`config.mk`:
```
export PLATFORM = sky130hd
export DESIGN_NAME = rfp_rx_fifo_ctrl
export DESIGN_NICKNAME = d
export VERILOG_FILES = /design/src/hdl/rfp_pkg.sv /design/src/hdl/rfp_rx_fifo_ctrl.sv
export VERILOG_INCLUDE_DIRS = /design/src /design/src/hdl
export SDC_FILE = /design/constraint.sdc
export NUM_CORES = 1
export LEC_CHECK = 0
export BUFFER_PORTS_ARGS = -buffer_cell sky130_fd_sc_hd__buf_2
export CORE_ASPECT_RATIO = 1.4
export CORE_UTILIZATION = 41
export CTS_CLUSTER_SIZE = 25
export DETAILED_ROUTE_END_ITERATION = 12
export SKIP_LAST_GASP = 1
export SYNTH_ARGS = -nofsm -noshare
export SYNTH_HDL_FRONTEND = slang
export SYNTH_SLANG_ARGS = --single-unit
```
`constraint.sdc`:
```
create_clock -name pclk -period 4.4 [get_ports pclk]
set_input_delay 0.66 -clock pclk [delete_from_list [all_inputs] [get_ports pclk]]
set_output_delay 0.66 -clock pclk [all_outputs]
set_load 0.01 [all_outputs]
```
`src/hdl/rfp_cfg.svh`:
```
// Purpose: register map, field positions, reset values and timing for the rx pause control
// Assumes: 32-bit apb data, one aligned word per register
// Notes: definitions only
`ifndef RFP_CFG_SVH
`define RFP_CFG_SVH
`define RFP_OFS_START_RETX 12'h04C
`define RFP_OFS_WATERMARK 12'h050
`define RFP_SRTH_LSB 16
`define RFP_RETX_LSB 0
`define RFP_RETX_W 16
`define RFP_HWM_LSB 16
`define RFP_LWM_LSB 0
`define RFP_SRTH_RST 12'hFFF
`define RFP_RETX_RST 16'hFFFF
`define RFP_WM_RST 13'h1FFF
`define RFP_XOFF_VAL 16'hFFFF
`define RFP_XON_VAL 16'h0000
`define RFP_QUANTUM_BITS 7'h40
`define RFP_XING_STAGES 2
`endif

```
`src/hdl/rfp_pkg.sv`:
```
// Purpose: shared types for the rx pause control
// Assumes: rfp_cfg.svh supplies the numbers
// Notes: none
package rfp_pkg;
    // pause request sequencer, gray along idle-xoff-wait-xon
    typedef enum logic [1:0] {
        RFP_IDLE = 2'b00,
        RFP_XOFF = 2'b01,
        RFP_HOLD = 2'b11,
        RFP_XON = 2'b10
    } rfp_state_t;
    // control frame request toward the mac transmit path
    typedef struct packed {
        logic req;
        logic [15:0] pause_val;
    } rfp_ctrl_t;
endpackage

```
`src/hdl/rfp_rx_fifo_ctrl.sv`:
```
// Purpose: rx start threshold, fabric ready gating and xoff/xon pause requests
// Assumes: all inputs synchronous to pclk; bit_tick pulses once per link bit time
// Notes: apb slave answers with no wait state; unmapped addresses give pslverr
//
// Design decision made here: the APB register port.
`timescale 1ns/1ns
`include "rfp_cfg.svh"

// How it works
// - ready held low until frame words reach threshold
// - ready also needs accept, plus crossing delay
// - all-ones threshold waits for whole frame
// - after xoff ack, count quanta, then re-request xoff
// - level at high watermark requests xoff frame
// - level down to low watermark requests xon
// - threshold and watermark widths follow receive ram address width; retransmit count is fixed at 16 bits
module rfp_rx_fifo_ctrl
    import rfp_pkg::*;
#(
    parameter int ADDR_W = 12
) (
    input wire logic pclk,
    input wire logic presetn,
    input wire logic psel,
    input wire logic penable,
    input wire logic pwrite,
    input wire logic [11:0] paddr,
    input wire logic [31:0] pwdata,
    output logic [31:0] prdata,
    output logic pready,
    output logic pslverr,
    input wire logic frame_start,
    input wire logic frame_word,
    input wire logic frame_end,
    input wire logic fabric_accept,
    input wire logic short_frame_drop_setting,
    input wire logic [ADDR_W:0] rx_level,
    input wire logic bit_tick,
    input wire logic ctrl_ack,
    output logic fabric_rx_ready,
    output logic tx_ctrl_req,
    output logic [15:0] tx_pause_val
);
    localparam int SW = ADDR_W;
    localparam int WW = ADDR_W + 1;

    logic [SW-1:0] srth_q;
    logic [15:0] retx_q;
    logic [WW-1:0] hwm_q, lwm_q;
    logic [31:0] prdata_q;
    logic pready_q, pslverr_q;
    logic [SW:0] frm_cnt_q;
    logic frm_done_q;
    logic [`RFP_XING_STAGES-1:0] rdy_pipe_q;
    logic [6:0] bit_cnt_q;
    logic quantum_tick;
    logic [15:0] quanta_q;
    rfp_state_t state_q;
    rfp_ctrl_t ctrl_q;
    logic setup, access_wr, hit_a, hit_b, thresh_met;
    logic [31:0] rd_word;

    assign setup = psel & ~penable;
    assign access_wr = psel & penable & pready_q & pwrite & ~pslverr_q;
    assign hit_a = (paddr == `RFP_OFS_START_RETX);
    assign hit_b = (paddr == `RFP_OFS_WATERMARK);

    always_comb begin
        rd_word = 32'h0000_0000;
        if (hit_a) begin
            rd_word[`RFP_SRTH_LSB +: SW] = srth_q;
            rd_word[`RFP_RETX_LSB +: `RFP_RETX_W] = retx_q;
        end else if (hit_b) begin
            rd_word[`RFP_HWM_LSB +: WW] = hwm_q;
            rd_word[`RFP_LWM_LSB +: WW] = lwm_q;
        end
    end

    // answer is prepared at setup so the access phase completes at once
    always_ff @(posedge pclk or negedge presetn) begin
        if (!presetn) begin
            pready_q <= 1'b0;
            pslverr_q <= 1'b0;
            prdata_q <= 32'h0000_0000;
        end else begin
            pready_q <= setup;
            pslverr_q <= setup & ~(hit_a | hit_b);
            if (setup) begin
                prdata_q <= pwrite ? 32'h0000_0000 : rd_word;
            end
        end
    end

    // config writes; reserved bits dropped
    always_ff @(posedge pclk or negedge presetn) begin
        if (!presetn) begin
            srth_q <= SW'(`RFP_SRTH_RST);
            retx_q <= `RFP_RETX_RST;
            hwm_q <= WW'(`RFP_WM_RST);
            lwm_q <= WW'(`RFP_WM_RST);
        end else if (access_wr) begin
            if (hit_a) begin
                srth_q <= pwdata[`RFP_SRTH_LSB +: SW];
                retx_q <= pwdata[`RFP_RETX_LSB +: `RFP_RETX_W];
            end else if (hit_b) begin
                hwm_q <= pwdata[`RFP_HWM_LSB +: WW];
                lwm_q <= pwdata[`RFP_LWM_LSB +: WW];
            end
        end
    end

    always_ff @(posedge pclk or negedge presetn) begin
        if (!presetn) begin
            frm_cnt_q <= '0;
            frm_done_q <= 1'b0;
        end else if (frame_start) begin
            frm_cnt_q <= (SW+1)'(frame_word);
            // a one-cycle frame ends as it starts: the set wins over the clear
            frm_done_q <= frame_end;
        end else begin
            if (frame_word && !(&frm_cnt_q)) begin
                frm_cnt_q <= frm_cnt_q + (SW+1)'(1);
            end
            if (frame_end) begin
                frm_done_q <= 1'b1;
            end
        end
    end

    // all-ones means store the whole frame first
    // threshold above 18 is software's job; short_frame_drop_setting only advises
    always_comb begin
        if (&srth_q) begin
            thresh_met = frm_done_q;
        end else begin
            thresh_met = (frm_cnt_q >= {1'b0, srth_q}) | frm_done_q;
        end
    end

    // gate with accept, then delay as the clock crossing would
    always_ff @(posedge pclk or negedge presetn) begin
        if (!presetn) begin
            rdy_pipe_q <= '0;
        end else begin
            rdy_pipe_q <= {rdy_pipe_q[`RFP_XING_STAGES-2:0], thresh_met & fabric_accept};
        end
    end
    assign fabric_rx_ready = rdy_pipe_q[`RFP_XING_STAGES-1];

    // pause quantum divider: 64 bit times per quantum
    always_ff @(posedge pclk or negedge presetn) begin
        if (!presetn) begin
            bit_cnt_q <= 7'h00;
        end else if (bit_tick) begin
            bit_cnt_q <= (bit_cnt_q == `RFP_QUANTUM_BITS - 7'h01) ? 7'h00 : bit_cnt_q + 7'h01;
        end
    end
    assign quantum_tick = bit_tick & (bit_cnt_q == `RFP_QUANTUM_BITS - 7'h01);

    // pause sequencer; leaving hold early means level reached low watermark
    always_ff @(posedge pclk or negedge presetn) begin
        if (!presetn) begin
            state_q <= RFP_IDLE;
            quanta_q <= 16'h0000;
        end else begin
            case (state_q)
                RFP_IDLE: begin
                    if (rx_level >= hwm_q) begin
                        state_q <= RFP_XOFF;
                    end
                end
                RFP_XOFF: begin
                    if (ctrl_ack) begin
                        state_q <= RFP_HOLD;
                        quanta_q <= retx_q;
                    end
                end
                RFP_HOLD: begin
                    if (rx_level <= lwm_q) begin
                        state_q <= RFP_XON;
                    // retransmit time expired while still above low
                    end else if (quanta_q == 16'h0000) begin
                        state_q <= RFP_XOFF;
                    end else if (quantum_tick) begin
                        quanta_q <= quanta_q - 16'h0001;
                    end
                end
                RFP_XON: begin
                    if (ctrl_ack) begin
                        state_q <= RFP_IDLE;
                    end
                end
                default: begin
                    state_q <= RFP_IDLE;
                end
            endcase
        end
    end

    // request outputs registered off the current state view
    always_ff @(posedge pclk or negedge presetn) begin
        if (!presetn) begin
            ctrl_q <= '0;
        end else begin
            ctrl_q.req <= (state_q == RFP_XOFF || state_q == RFP_XON) && !ctrl_ack;
            ctrl_q.pause_val <= (state_q == RFP_XON) ? `RFP_XON_VAL : `RFP_XOFF_VAL;
        end
    end
    assign tx_ctrl_req = ctrl_q.req;
    assign tx_pause_val = ctrl_q.pause_val;
    assign prdata = prdata_q;
    assign pready = pready_q;
    assign pslverr = pslverr_q;

    // checks
    ready_needs_accept_a: assert property (@(posedge pclk) disable iff (!presetn)
        fabric_rx_ready |-> $past(fabric_accept, 2))
        else $error("ready without earlier accept");
    ready_thresh_a: assert property (@(posedge pclk) disable iff (!presetn)
        fabric_rx_ready |-> $past(thresh_met, 2))
        else $error("ready before threshold");
    full_frame_a: assert property (@(posedge pclk) disable iff (!presetn)
        (&srth_q) && !frm_done_q && $stable(srth_q) |-> ##2 !fabric_rx_ready)
        else $error("ready before frame stored");
    xoff_on_high_a: assert property (@(posedge pclk) disable iff (!presetn)
        state_q == RFP_IDLE && rx_level >= hwm_q
        |=> ##1 tx_ctrl_req && tx_pause_val == `RFP_XOFF_VAL)
        else $error("no xoff at high watermark");
    xon_on_low_a: assert property (@(posedge pclk) disable iff (!presetn)
        state_q == RFP_HOLD && rx_level <= lwm_q
        |=> ##1 tx_ctrl_req && tx_pause_val == `RFP_XON_VAL)
        else $error("no xon at low watermark");
    retx_reload_a: assert property (@(posedge pclk) disable iff (!presetn)
        state_q == RFP_XOFF && ctrl_ack |=> state_q == RFP_HOLD && quanta_q == $past(retx_q))
        else $error("retransmit count not loaded");
    retx_again_a: assert property (@(posedge pclk) disable iff (!presetn)
        state_q == RFP_HOLD && quanta_q == 16'h0000 && rx_level > lwm_q
        |=> state_q == RFP_XOFF)
        else $error("xoff not re-requested");
    reserved_zero_a: assert property (@(posedge pclk) disable iff (!presetn)
        pready && !pwrite && hit_b |-> prdata[31:29] == 3'h0 && prdata[15:13] == 3'h0)
        else $error("reserved bits not zero");
    apb_ready_a: assert property (@(posedge pclk) disable iff (!presetn)
        setup |=> pready)
        else $error("apb access not answered");
    xoff_cov_c: cover property (@(posedge pclk) disable iff (!presetn)
        state_q == RFP_XOFF ##1 state_q == RFP_HOLD);
    xon_cov_c: cover property (@(posedge pclk) disable iff (!presetn)
        state_q == RFP_XON ##1 state_q == RFP_IDLE);
    ready_cov_c: cover property (@(posedge pclk) disable iff (!presetn)
        !fabric_rx_ready ##1 fabric_rx_ready);
endmodule // rfp_rx_fifo_ctrl

```
# After elaboration in Yosys (flattened, before gate mapping)
# Cells that the tools add are included.
totals:
  regBits: 146
  output_inout_bits: 52
op_classes:
  n_reduce_logical: 16
  eq_ne: 13
  n_lt_le_gt_ge: 3
  add_sub_neg: 3
  muxes: 25
  bitwise: 14
op_table:
  columns: ["op", "n"]
  rows:
  - ["$mux 16", 5]
  - ["$mux 13", 5]
  - ["$pmux 16 s2", 1]
  - ["$mux 29", 1]
  - ["$eq 12x7->1 const B", 2]
  - ["$logic_not 16->1", 1]
  - ["$sub 16x1->16 const B", 1]
  - ["$add 13x1->13 const B", 1]
  - ["$ge 13x12->1", 1]
  - ["$ge 13x13->1", 1]
  - ["$le 13x13->1", 1]
  - ["$reduce_and 13->1", 1]
  - ["$mux 12", 1]
  - ["$ne 2x2->1 const B", 6]
  - ["$reduce_and 12->1", 1]
  - ["$mux 2", 5]
  - ["$and 1x1->1", 8]
  - ["$pmux 2 s4", 1]
  - ["$add 7x1->7 const B", 1]
  - ["$eq 7x6->1 const B", 1]
  - ["$mux 7", 1]
  - ["$reduce_bool 2->1", 3]
  - ["$reduce_and 5->1", 1]
  - ["$eq 2x2->1 const B", 2]
  - ["other kinds (13)", 22]

# Depth between registers and ports, before layout
# Gate-level depths: netlist of run 1.
depth:
  depth_word: 6
  depth_mapped: 9
  ltp_nobuf: 8

# Worst setup path after synthesis of run 1
# OpenSTA, ideal clock, no wires.
synth_path:
  path_type: "in2reg"
  from: "input port paddr[10]"
  to: "register hwm_q[0]"
  cell_stages: 7
  setup_slack_ns: 1.771
  n_path_buf: 1
  setup_time_ns: 0.082
  arrival_time_ns: 2.547
  cell_sequence: "nor4_1 -> nand4b_1 -> nor4b_4 -> inv_2 -> nor3_4 -> buf_6 -> mux2_2"
synth_via:
  elab_chain_len: 3
  elab_cells_between_ends: 4
synth_rtl:
  columns: ["element", "line", "text"]
  rows:
  - ["start: declaration", "rfp_rx_fifo_ctrl.sv:27", "input wire logic [11:0] paddr,"]
  - ["$eq 12x7->1 (no source line)", null, null]
  - ["$not 1->1 (no source line)", null, null]
  - ["$reduce_and 3->1 (no source line) *", null, null]
  - ["end signal: assignment", "rfp_rx_fifo_ctrl.sv:99", "hwm_q <= WW'(`RFP_WM_RST);"]
  - ["end signal: assignment", "rfp_rx_fifo_ctrl.sv:106", "hwm_q <= pwdata[`RFP_HWM_LSB +: WW];"]
  - ["end: declaration", "rfp_rx_fifo_ctrl.sv:49", "logic [WW-1:0] hwm_q, lwm_q;"]
# Every way passes the cells marked *; elsewhere a longest branch is shown, timed or not.
# A chain may end at the register's enable or synchronous reset.

# Worst setup path after layout of run 1
layout_path:
  from: "register quanta_q[0]"
  to: "register quanta_q[8]"
layout_via:
  elab_chain_len: 5
  elab_cells_between_ends: 8
layout_rtl:
  columns: ["element", "line", "text"]
  rows:
  - ["start: declaration", "rfp_rx_fifo_ctrl.sv:57", "logic [15:0] quanta_q;"]
  - ["start signal: assignment", "rfp_rx_fifo_ctrl.sv:175", "quanta_q <= retx_q;"]
  - ["start signal: assignment", "rfp_rx_fifo_ctrl.sv:185", "quanta_q <= quanta_q - 16'h0001;"]
  - ["$sub 16x1->16", "rfp_rx_fifo_ctrl.sv:185", null]
  - ["$mux 16", "rfp_rx_fifo_ctrl.sv:184", "end else if (quantum_tick) begin"]
  - ["$mux 16", "rfp_rx_fifo_ctrl.sv:182", "end else if (quanta_q == 16'h0000) begin"]
  - ["$mux 16", "rfp_rx_fifo_ctrl.sv:179", "if (rx_level <= lwm_q) begin"]
  - ["$pmux 16 s2", "rfp_rx_fifo_ctrl.sv:166", "case (state_q)"]
# Several ways; a longest one is shown, not always the timed one. The select of a mux whose other input is x is not followed.

==> flow_summary_export.csv, run 1 <==
group,metric,value,unit
clock_network,cts-root-buf,"clkbuf_16",
place,dp.cells,976,
place,io_buffer_count,113,
drt,drt_pre_antenna_iters,5,
timing,tightest_slew,1010,ps
timing,final-hold-violation-count,0,
global_route,gr-total-overflow,0,
layout,drive_gt1_share,32.3,%
synthesis,dominantRegCellSynth,"dfrtp_1",
global_route,antenna_found_initial,0,
synthesis,yosys_warnings,0,
worst_setup_path,critPathTopFamily,"compound AO/OA/AOI/OAI gates",
timing,final.setup.tns,0,ps
clock_network,cts_tree,"done",
worst_setup_path,crit_chain,"inv_1 -> ha_1 -> or3b_2 -> nor3_1 -> nand4b_1 -> a21boi_1 -> buf_4 -> a21oi_1 -> o32ai_1",
outcome,run_status,"finished, final reports clean",
min_path,hold_class,"input pin to async pin",
clock_network,cts_hold_buf,0,
drt,wire_per_inst,18.9,um
layout,nets,907,
synthesis,synth_edf_count,0,
place,hpwl,14100,um
synthesis,netlist.area_leader.share,26.5,%
worst_setup_path,r2r-start,"quanta_q[0]",
worst_setup_path,crit_type,"flip-flop to flip-flop",
clock_network,clock_latency,410,ps
floorplanning,die_h,157,um
clock_network,clock_path_buffers,2,
global_route,grt_pass1_vias,5801,
floorplanning,core-area,0.0167,mm2
worst_setup_path,worstPathArrival,3710,ps
synthesis,yosysMostFrequentCell,"dfrtp_1",
layout,area_growth,17.3,%
timing,final-max-slew-violation-count,0,
timing,fin_skew,8.68,ps
timing,finalCritPeriodShare,78.6,%
synthesis,synth.distinct_cells,61,
floorplanning,die_w,112,um
drt,drc,0,
clock_network,clkSlewWorstSetupHoldPaths,60,ps
synthesis,synth_top_area_cell,"dfrtp_1",
drt,via_count,5640,
floorplanning,ios,121,
clock_network,ctsHtreeMaxLevel,4,
floorplanning,die-area,0.0176,mm2
power_and_ir_drop,power_leakage,3.72,nW
drt,post_drt_via_cell_ratio,5.60,
synthesis,seq_area_frac_synth,46.7,%
worst_setup_path,end_kind,"flip-flop",
global_route,grt_max_degree,49,
place,gp_congestion,0.867,
timing,max_slew_margin,31.2,%
worst_setup_path,required,4650,ps
clock_network,cts_resized,0,
synthesis,async_reset_ff_share,100,%
worst_setup_path,cp_max_fo,12,
drt,routed_wl,19000,um
worst_setup_path,cpMaxStageDelayCell,"a21oi_1",
layout,diodes,0,
clock_network,cts_setup_buffers,0,
drt,drt-initial-drc-count,241,
synthesis,syn_avg_cell_area,10.1,um2
clock_network,cts_sinks,128,
synthesis,syn_inst,693,
synthesis,synth-seq-cells,128,
worst_setup_path,startpoint,"quanta_q[0]",
job,drv_cap,0,
power_and_ir_drop,powerDensity,437,mW/mm2
synthesis,ys_top_cells_by_count,"dfrtp_1, nand2_1, o21ai_0",
layout,instances_no_fill,1007,
timing,rsz0062_at_grt,"false",
floorplanning,start_util,41.8,%
synthesis,netlist_area,0.00700,mm2
worst_setup_path,startpoint_type,"flip-flop",
clock_network,cts_buffers,17,
global_route,globalRouteTotalUtil,22.8,%
floorplanning,rows,56,
worst_setup_path,timing.critical_path.buf_inv,2,
worst_setup_path,slowest_delay,820,ps
timing,min_period,3460,ps
synthesis,ys_top_cells_by_area,"dfrtp_1, dfstp_2, ha_1, mux2_2, o21ai_0",
drt,drtAntennaViolNets,0,
power_and_ir_drop,ir_drop,0.000257,V
timing,fmax,289,MHz
timing,setup_violations,0,
global_route,grt_pass1_wl,30500,um
[cell usage in the layout, fill, tap and decap left out, drive strengths merged, types with 6 or more instances in the layout]
cell type,instances
clkbuf,23
nand4,17
nand2,68
nor2,39
inv,53
nand3,14
a21oi,21
a22oi,25
mux2,45
nor4,9
xor2,9
o21ai,59
dfstp,54
nor3,18
ha,46
dfrtp,74
buf,123
o22ai,6
[logic make-up (layout without fill, tap and decap cells)]
group	count (synthesis)	count (layout)	synth area share, %
DFF	128	128	46.7
and+or+nand+nor	197	197	14.0
other	1	3	0.0536
muxes	50	50	7.96
adders and majority gates	46	46	8.23
buffers and inverters	98	207	6.53
AOI/OAI and AO/OA	160	160	14.8
xor gates and xnor gates	13	13	1.63
[per-stage QoR]
step	power [mW]	worst slack (ps)	util [%]	hold slack, ps	area, um2
detailed placement	2.25	1030	45.7	338	7650
global route	3.78	749	49.0	269	8210
global placement	2.23	1060	45.7	344	7650
finish	3.58	940	49.0	235	8210
floorplan	2.03	1770	-	331	7000
CTS	3.61	1010	49.0	246	8210
[worst paths after layout]
check                      slack [ps]          endpoint  depth (start not counted)
max in group asynchronous        3130        prdata[17]                          2
min reg2reg                       360     rdy_pipe_q[1]                          0
max                               940       quanta_q[8]                          9
min                               230  tx_pause_val[14]                          1
max reg2reg                       940       quanta_q[8]                          9
min in group pclk                 360     rdy_pipe_q[1]                          0
[routing by layer]
| metal | vias up | GRT usage (%) | routed length, um |
|---|---|---|---|
| li1 | 2674 | - | - |
| met1 | 2809 | 25.4 | 7500 |
| met2 | 133 | 43.1 | 10500 |
| met3 | 24 | 3.87 | 576 |
| met4 | 0 | 8.83 | 473 |
| met5 | - | 0 | 0 |
[sequential cells by signal (all words and copies together), names as in the netlist, 2 cells and up]
signal / count
bit_cnt_q: 7
frm_cnt_q: 13
hwm_q: 13
lwm_q: 13
prdata: 29
quanta_q: 16
rdy_pipe_q: 2
retx_q: 16
srth_q: 12
state_q: 2
[layout make-up]
cell class | instances | area, um2
Timing Repair Buffer | 123 | 643
Clock inverter | 8 | 83.8
Multi-Input combinational cell | 469 | 3280
Inverter | 53 | 199
Sequential cell | 128 | 3270
Fill cell | 1545 | 8540
Clock buffer | 23 | 478
Tap cell | 203 | 254
[where the power goes]
group          total, mW  internal (mW)  switching, mW
logic              0.853          0.329          0.524
clock network       1.34          0.820          0.517
registers           1.39           1.28          0.111
Note: power is estimated with default switching activity, not from simulation.
==> run 2: changes to the inputs <==
clock period = 3.6 ns   (was 4.4 ns; I/O delays follow)
==> flow_summary_export.csv, run 2 (synthesized netlist as in run 1, its figures left out) <==
group,metric,value,unit
timing,min_period,2870,ps
timing,max_slew_margin,33.6,%
timing,fin_skew,14.0,ps
layout,fill_cells,1559,
layout,most-common-layout-cells,"buf_2, dfrtp_1, nand2_1",
clock_network,clock_latency,430,ps
worst_setup_path,end_kind,"flip-flop",
clock_network,cts_setup_buffers,0,
power_and_ir_drop,powerDensity,529,mW/mm2
layout,layout_commonest_cell,"buf_2",
clock_network,cts_buffers,17,
worst_setup_path,worst-r2r-cell-count,10,
worst_setup_path,crit_chain,"inv_1 -> ha_1 -> or3b_2 -> nor3_1 -> nand4b_1 -> a21boi_1 -> buf_4 -> a21oi_1 -> buf_4 -> o32ai_1",
min_path,hold_class,"input pin to async pin",
timing,final-hold-violation-count,0,
clock_network,cts-root-buf,"clkbuf_16",
worst_setup_path,path_common_cell,"buf_4",
worst_setup_path,cp_max_fo,11,
worst_setup_path,startpoint_type,"flip-flop",
timing,tightest_slew,970,ps
global_route,use_met3,5.11,%
clock_network,cts_sinks,128,
timing,finalCritPeriodShare,79.8,%
place,gp_congestion,0.825,
clock_network,cts_hold_buf,0,
place,hpwl,14300,um
place,dp.cells,981,
global_route,globalRouteTotalUtil,23.6,%
drt,post_drt_via_cell_ratio,5.63,
drt,drt_pre_antenna_iters,5,
drt,routed_wl,19400,um
global_route,grt_pass1_vias,6093,
timing,rsz0062_at_grt,"false",
worst_setup_path,r2r_end,"quanta_q[7]",
job,drv_cap,0,
clock_network,clock_path_buffers,2,
global_route,grt_pass1_wl,31100,um
clock_network,ctsHtreeMaxLevel,4,
global_route,use_met1,24.5,%
worst_setup_path,crit_type,"flip-flop to flip-flop",
clock_network,cts_tree,"done",
global_route,gr-total-overflow,0,
layout,diodes,0,
layout,largest_reg_flops,29,
floorplanning,die_h,157,um
global_route,busiest_layer,"met2",
worst_setup_path,r2r-start,"quanta_q[0]",
timing,fmax,348,MHz
layout,area_growth,17.9,%
floorplanning,rows,56,
drt,drtAntennaViolNets,0,
floorplanning,core-area,0.0167,mm2
timing,setup_violations,0,
worst_setup_path,slowest_delay,500,ps
layout,nets,912,
place,io_buffer_count,113,
global_route,grt_max_degree,67,
floorplanning,die_w,112,um
clock_network,cts_resized,0,
floorplanning,die-area,0.0176,mm2
global_route,grt_util_met2,44.4,%
power_and_ir_drop,finalPower,4.37,mW
timing,final-max-slew-violation-count,0,
drt,drt-initial-drc-count,281,
worst_setup_path,timing.critical_path.buf_inv,3,
floorplanning,ios,121,
worst_setup_path,cpMaxStageDelayCell,"or3b_2",
power_and_ir_drop,ir_drop,0.000305,V
clock_network,clkSlewWorstSetupHoldPaths,60,ps
layout,drive_gt1_share,33.1,%
timing,final.setup.tns,0,ps
worst_setup_path,worst-r2r-setup-slack,730,ps
outcome,run_status,"finished, final reports clean",
global_route,antenna_found_initial,0,
drt,via_count,5705,
worst_setup_path,required,3880,ps
drt,drc,0,
layout,instances_no_fill,1013,
floorplanning,start_util,41.8,%
worst_setup_path,worstPathArrival,3160,ps
power_and_ir_drop,power_leakage,3.75,nW
drt,wire_per_inst,19.2,um
worst_setup_path,critPathTopFamily,"simple AND/OR/NAND/NOR gates",
[run 2: changes by cell type in the layout (fill, tap and decap cells not counted), sizes merged]
cell,before,now
buf,123,128
bufinv,1,0
clkbuf,23,21
clkinv,4,6
inv,53,55
[run 2: report_power, final]
group | switching, mW | internal [mW]
Clock | 0.663 | 0.936
Combinational | 0.637 | 0.421
Sequential | 0.139 | 1.57
Total | 1.44 | 2.93
[run 2: final cells by class]
class | instances | area, um2 | share of cell area, %
multi-input cells | 469 | 3280 | 39.8
repair buffers | 128 | 693 | 8.40
well taps | 203 | 254 | 3.08
clock inverters | 11 | 81.3 | 0.986
inverters | 53 | 199 | 2.41
flip-flops and latches | 128 | 3270 | 39.6
clock buffers | 21 | 470 | 5.70
[run 2: worst register-to-register path, delay by kind of cell (launching register included)]
family	cells	cell delay (ps)
compound gates	3	480
buf+inv	3	510
flops	1	390
fa+ha+maj	1	250
simple gates	3	1110
[run 2: worst max-delay path by stage]
stage / cells after the start / start / to / slack [ps]
final: 10 / quanta_q[0] / quanta_q[7] / 730
after global routing: 8 / lwm_q[11] / quanta_q[6] / 530
after CTS: 8 / lwm_q[11] / quanta_q[6] / 720
after detailed placement: 8 / rx_level[11] / quanta_q[6] / 670
after global placement: 8 / rx_level[11] / quanta_q[6] / 750
after floorplan: 7 / paddr[10] / hwm_q[0] / 1090
[run 2: per-stage QoR]
stage	hold WS (ps)	setup WS (ps)	utilization [%]	area, um2
5_1_grt	276	527	49.3	8250
4_1_cts	262	723	49.3	8250
6_report	239	726	49.3	8250
3_3_place_gp	344	749	46.0	7700
3_5_place_dp	337	674	46.0	7700
2_1_floorplan	244	1090	-	7000
[run 2: routing by layer]
layer  vias to the layer above  share of wire [%]
met3                        41                3.8
met2                       145                 54
met4                         0                3.7
li1                       2696                  -
met5                         -                  0
met1                      2823                 39
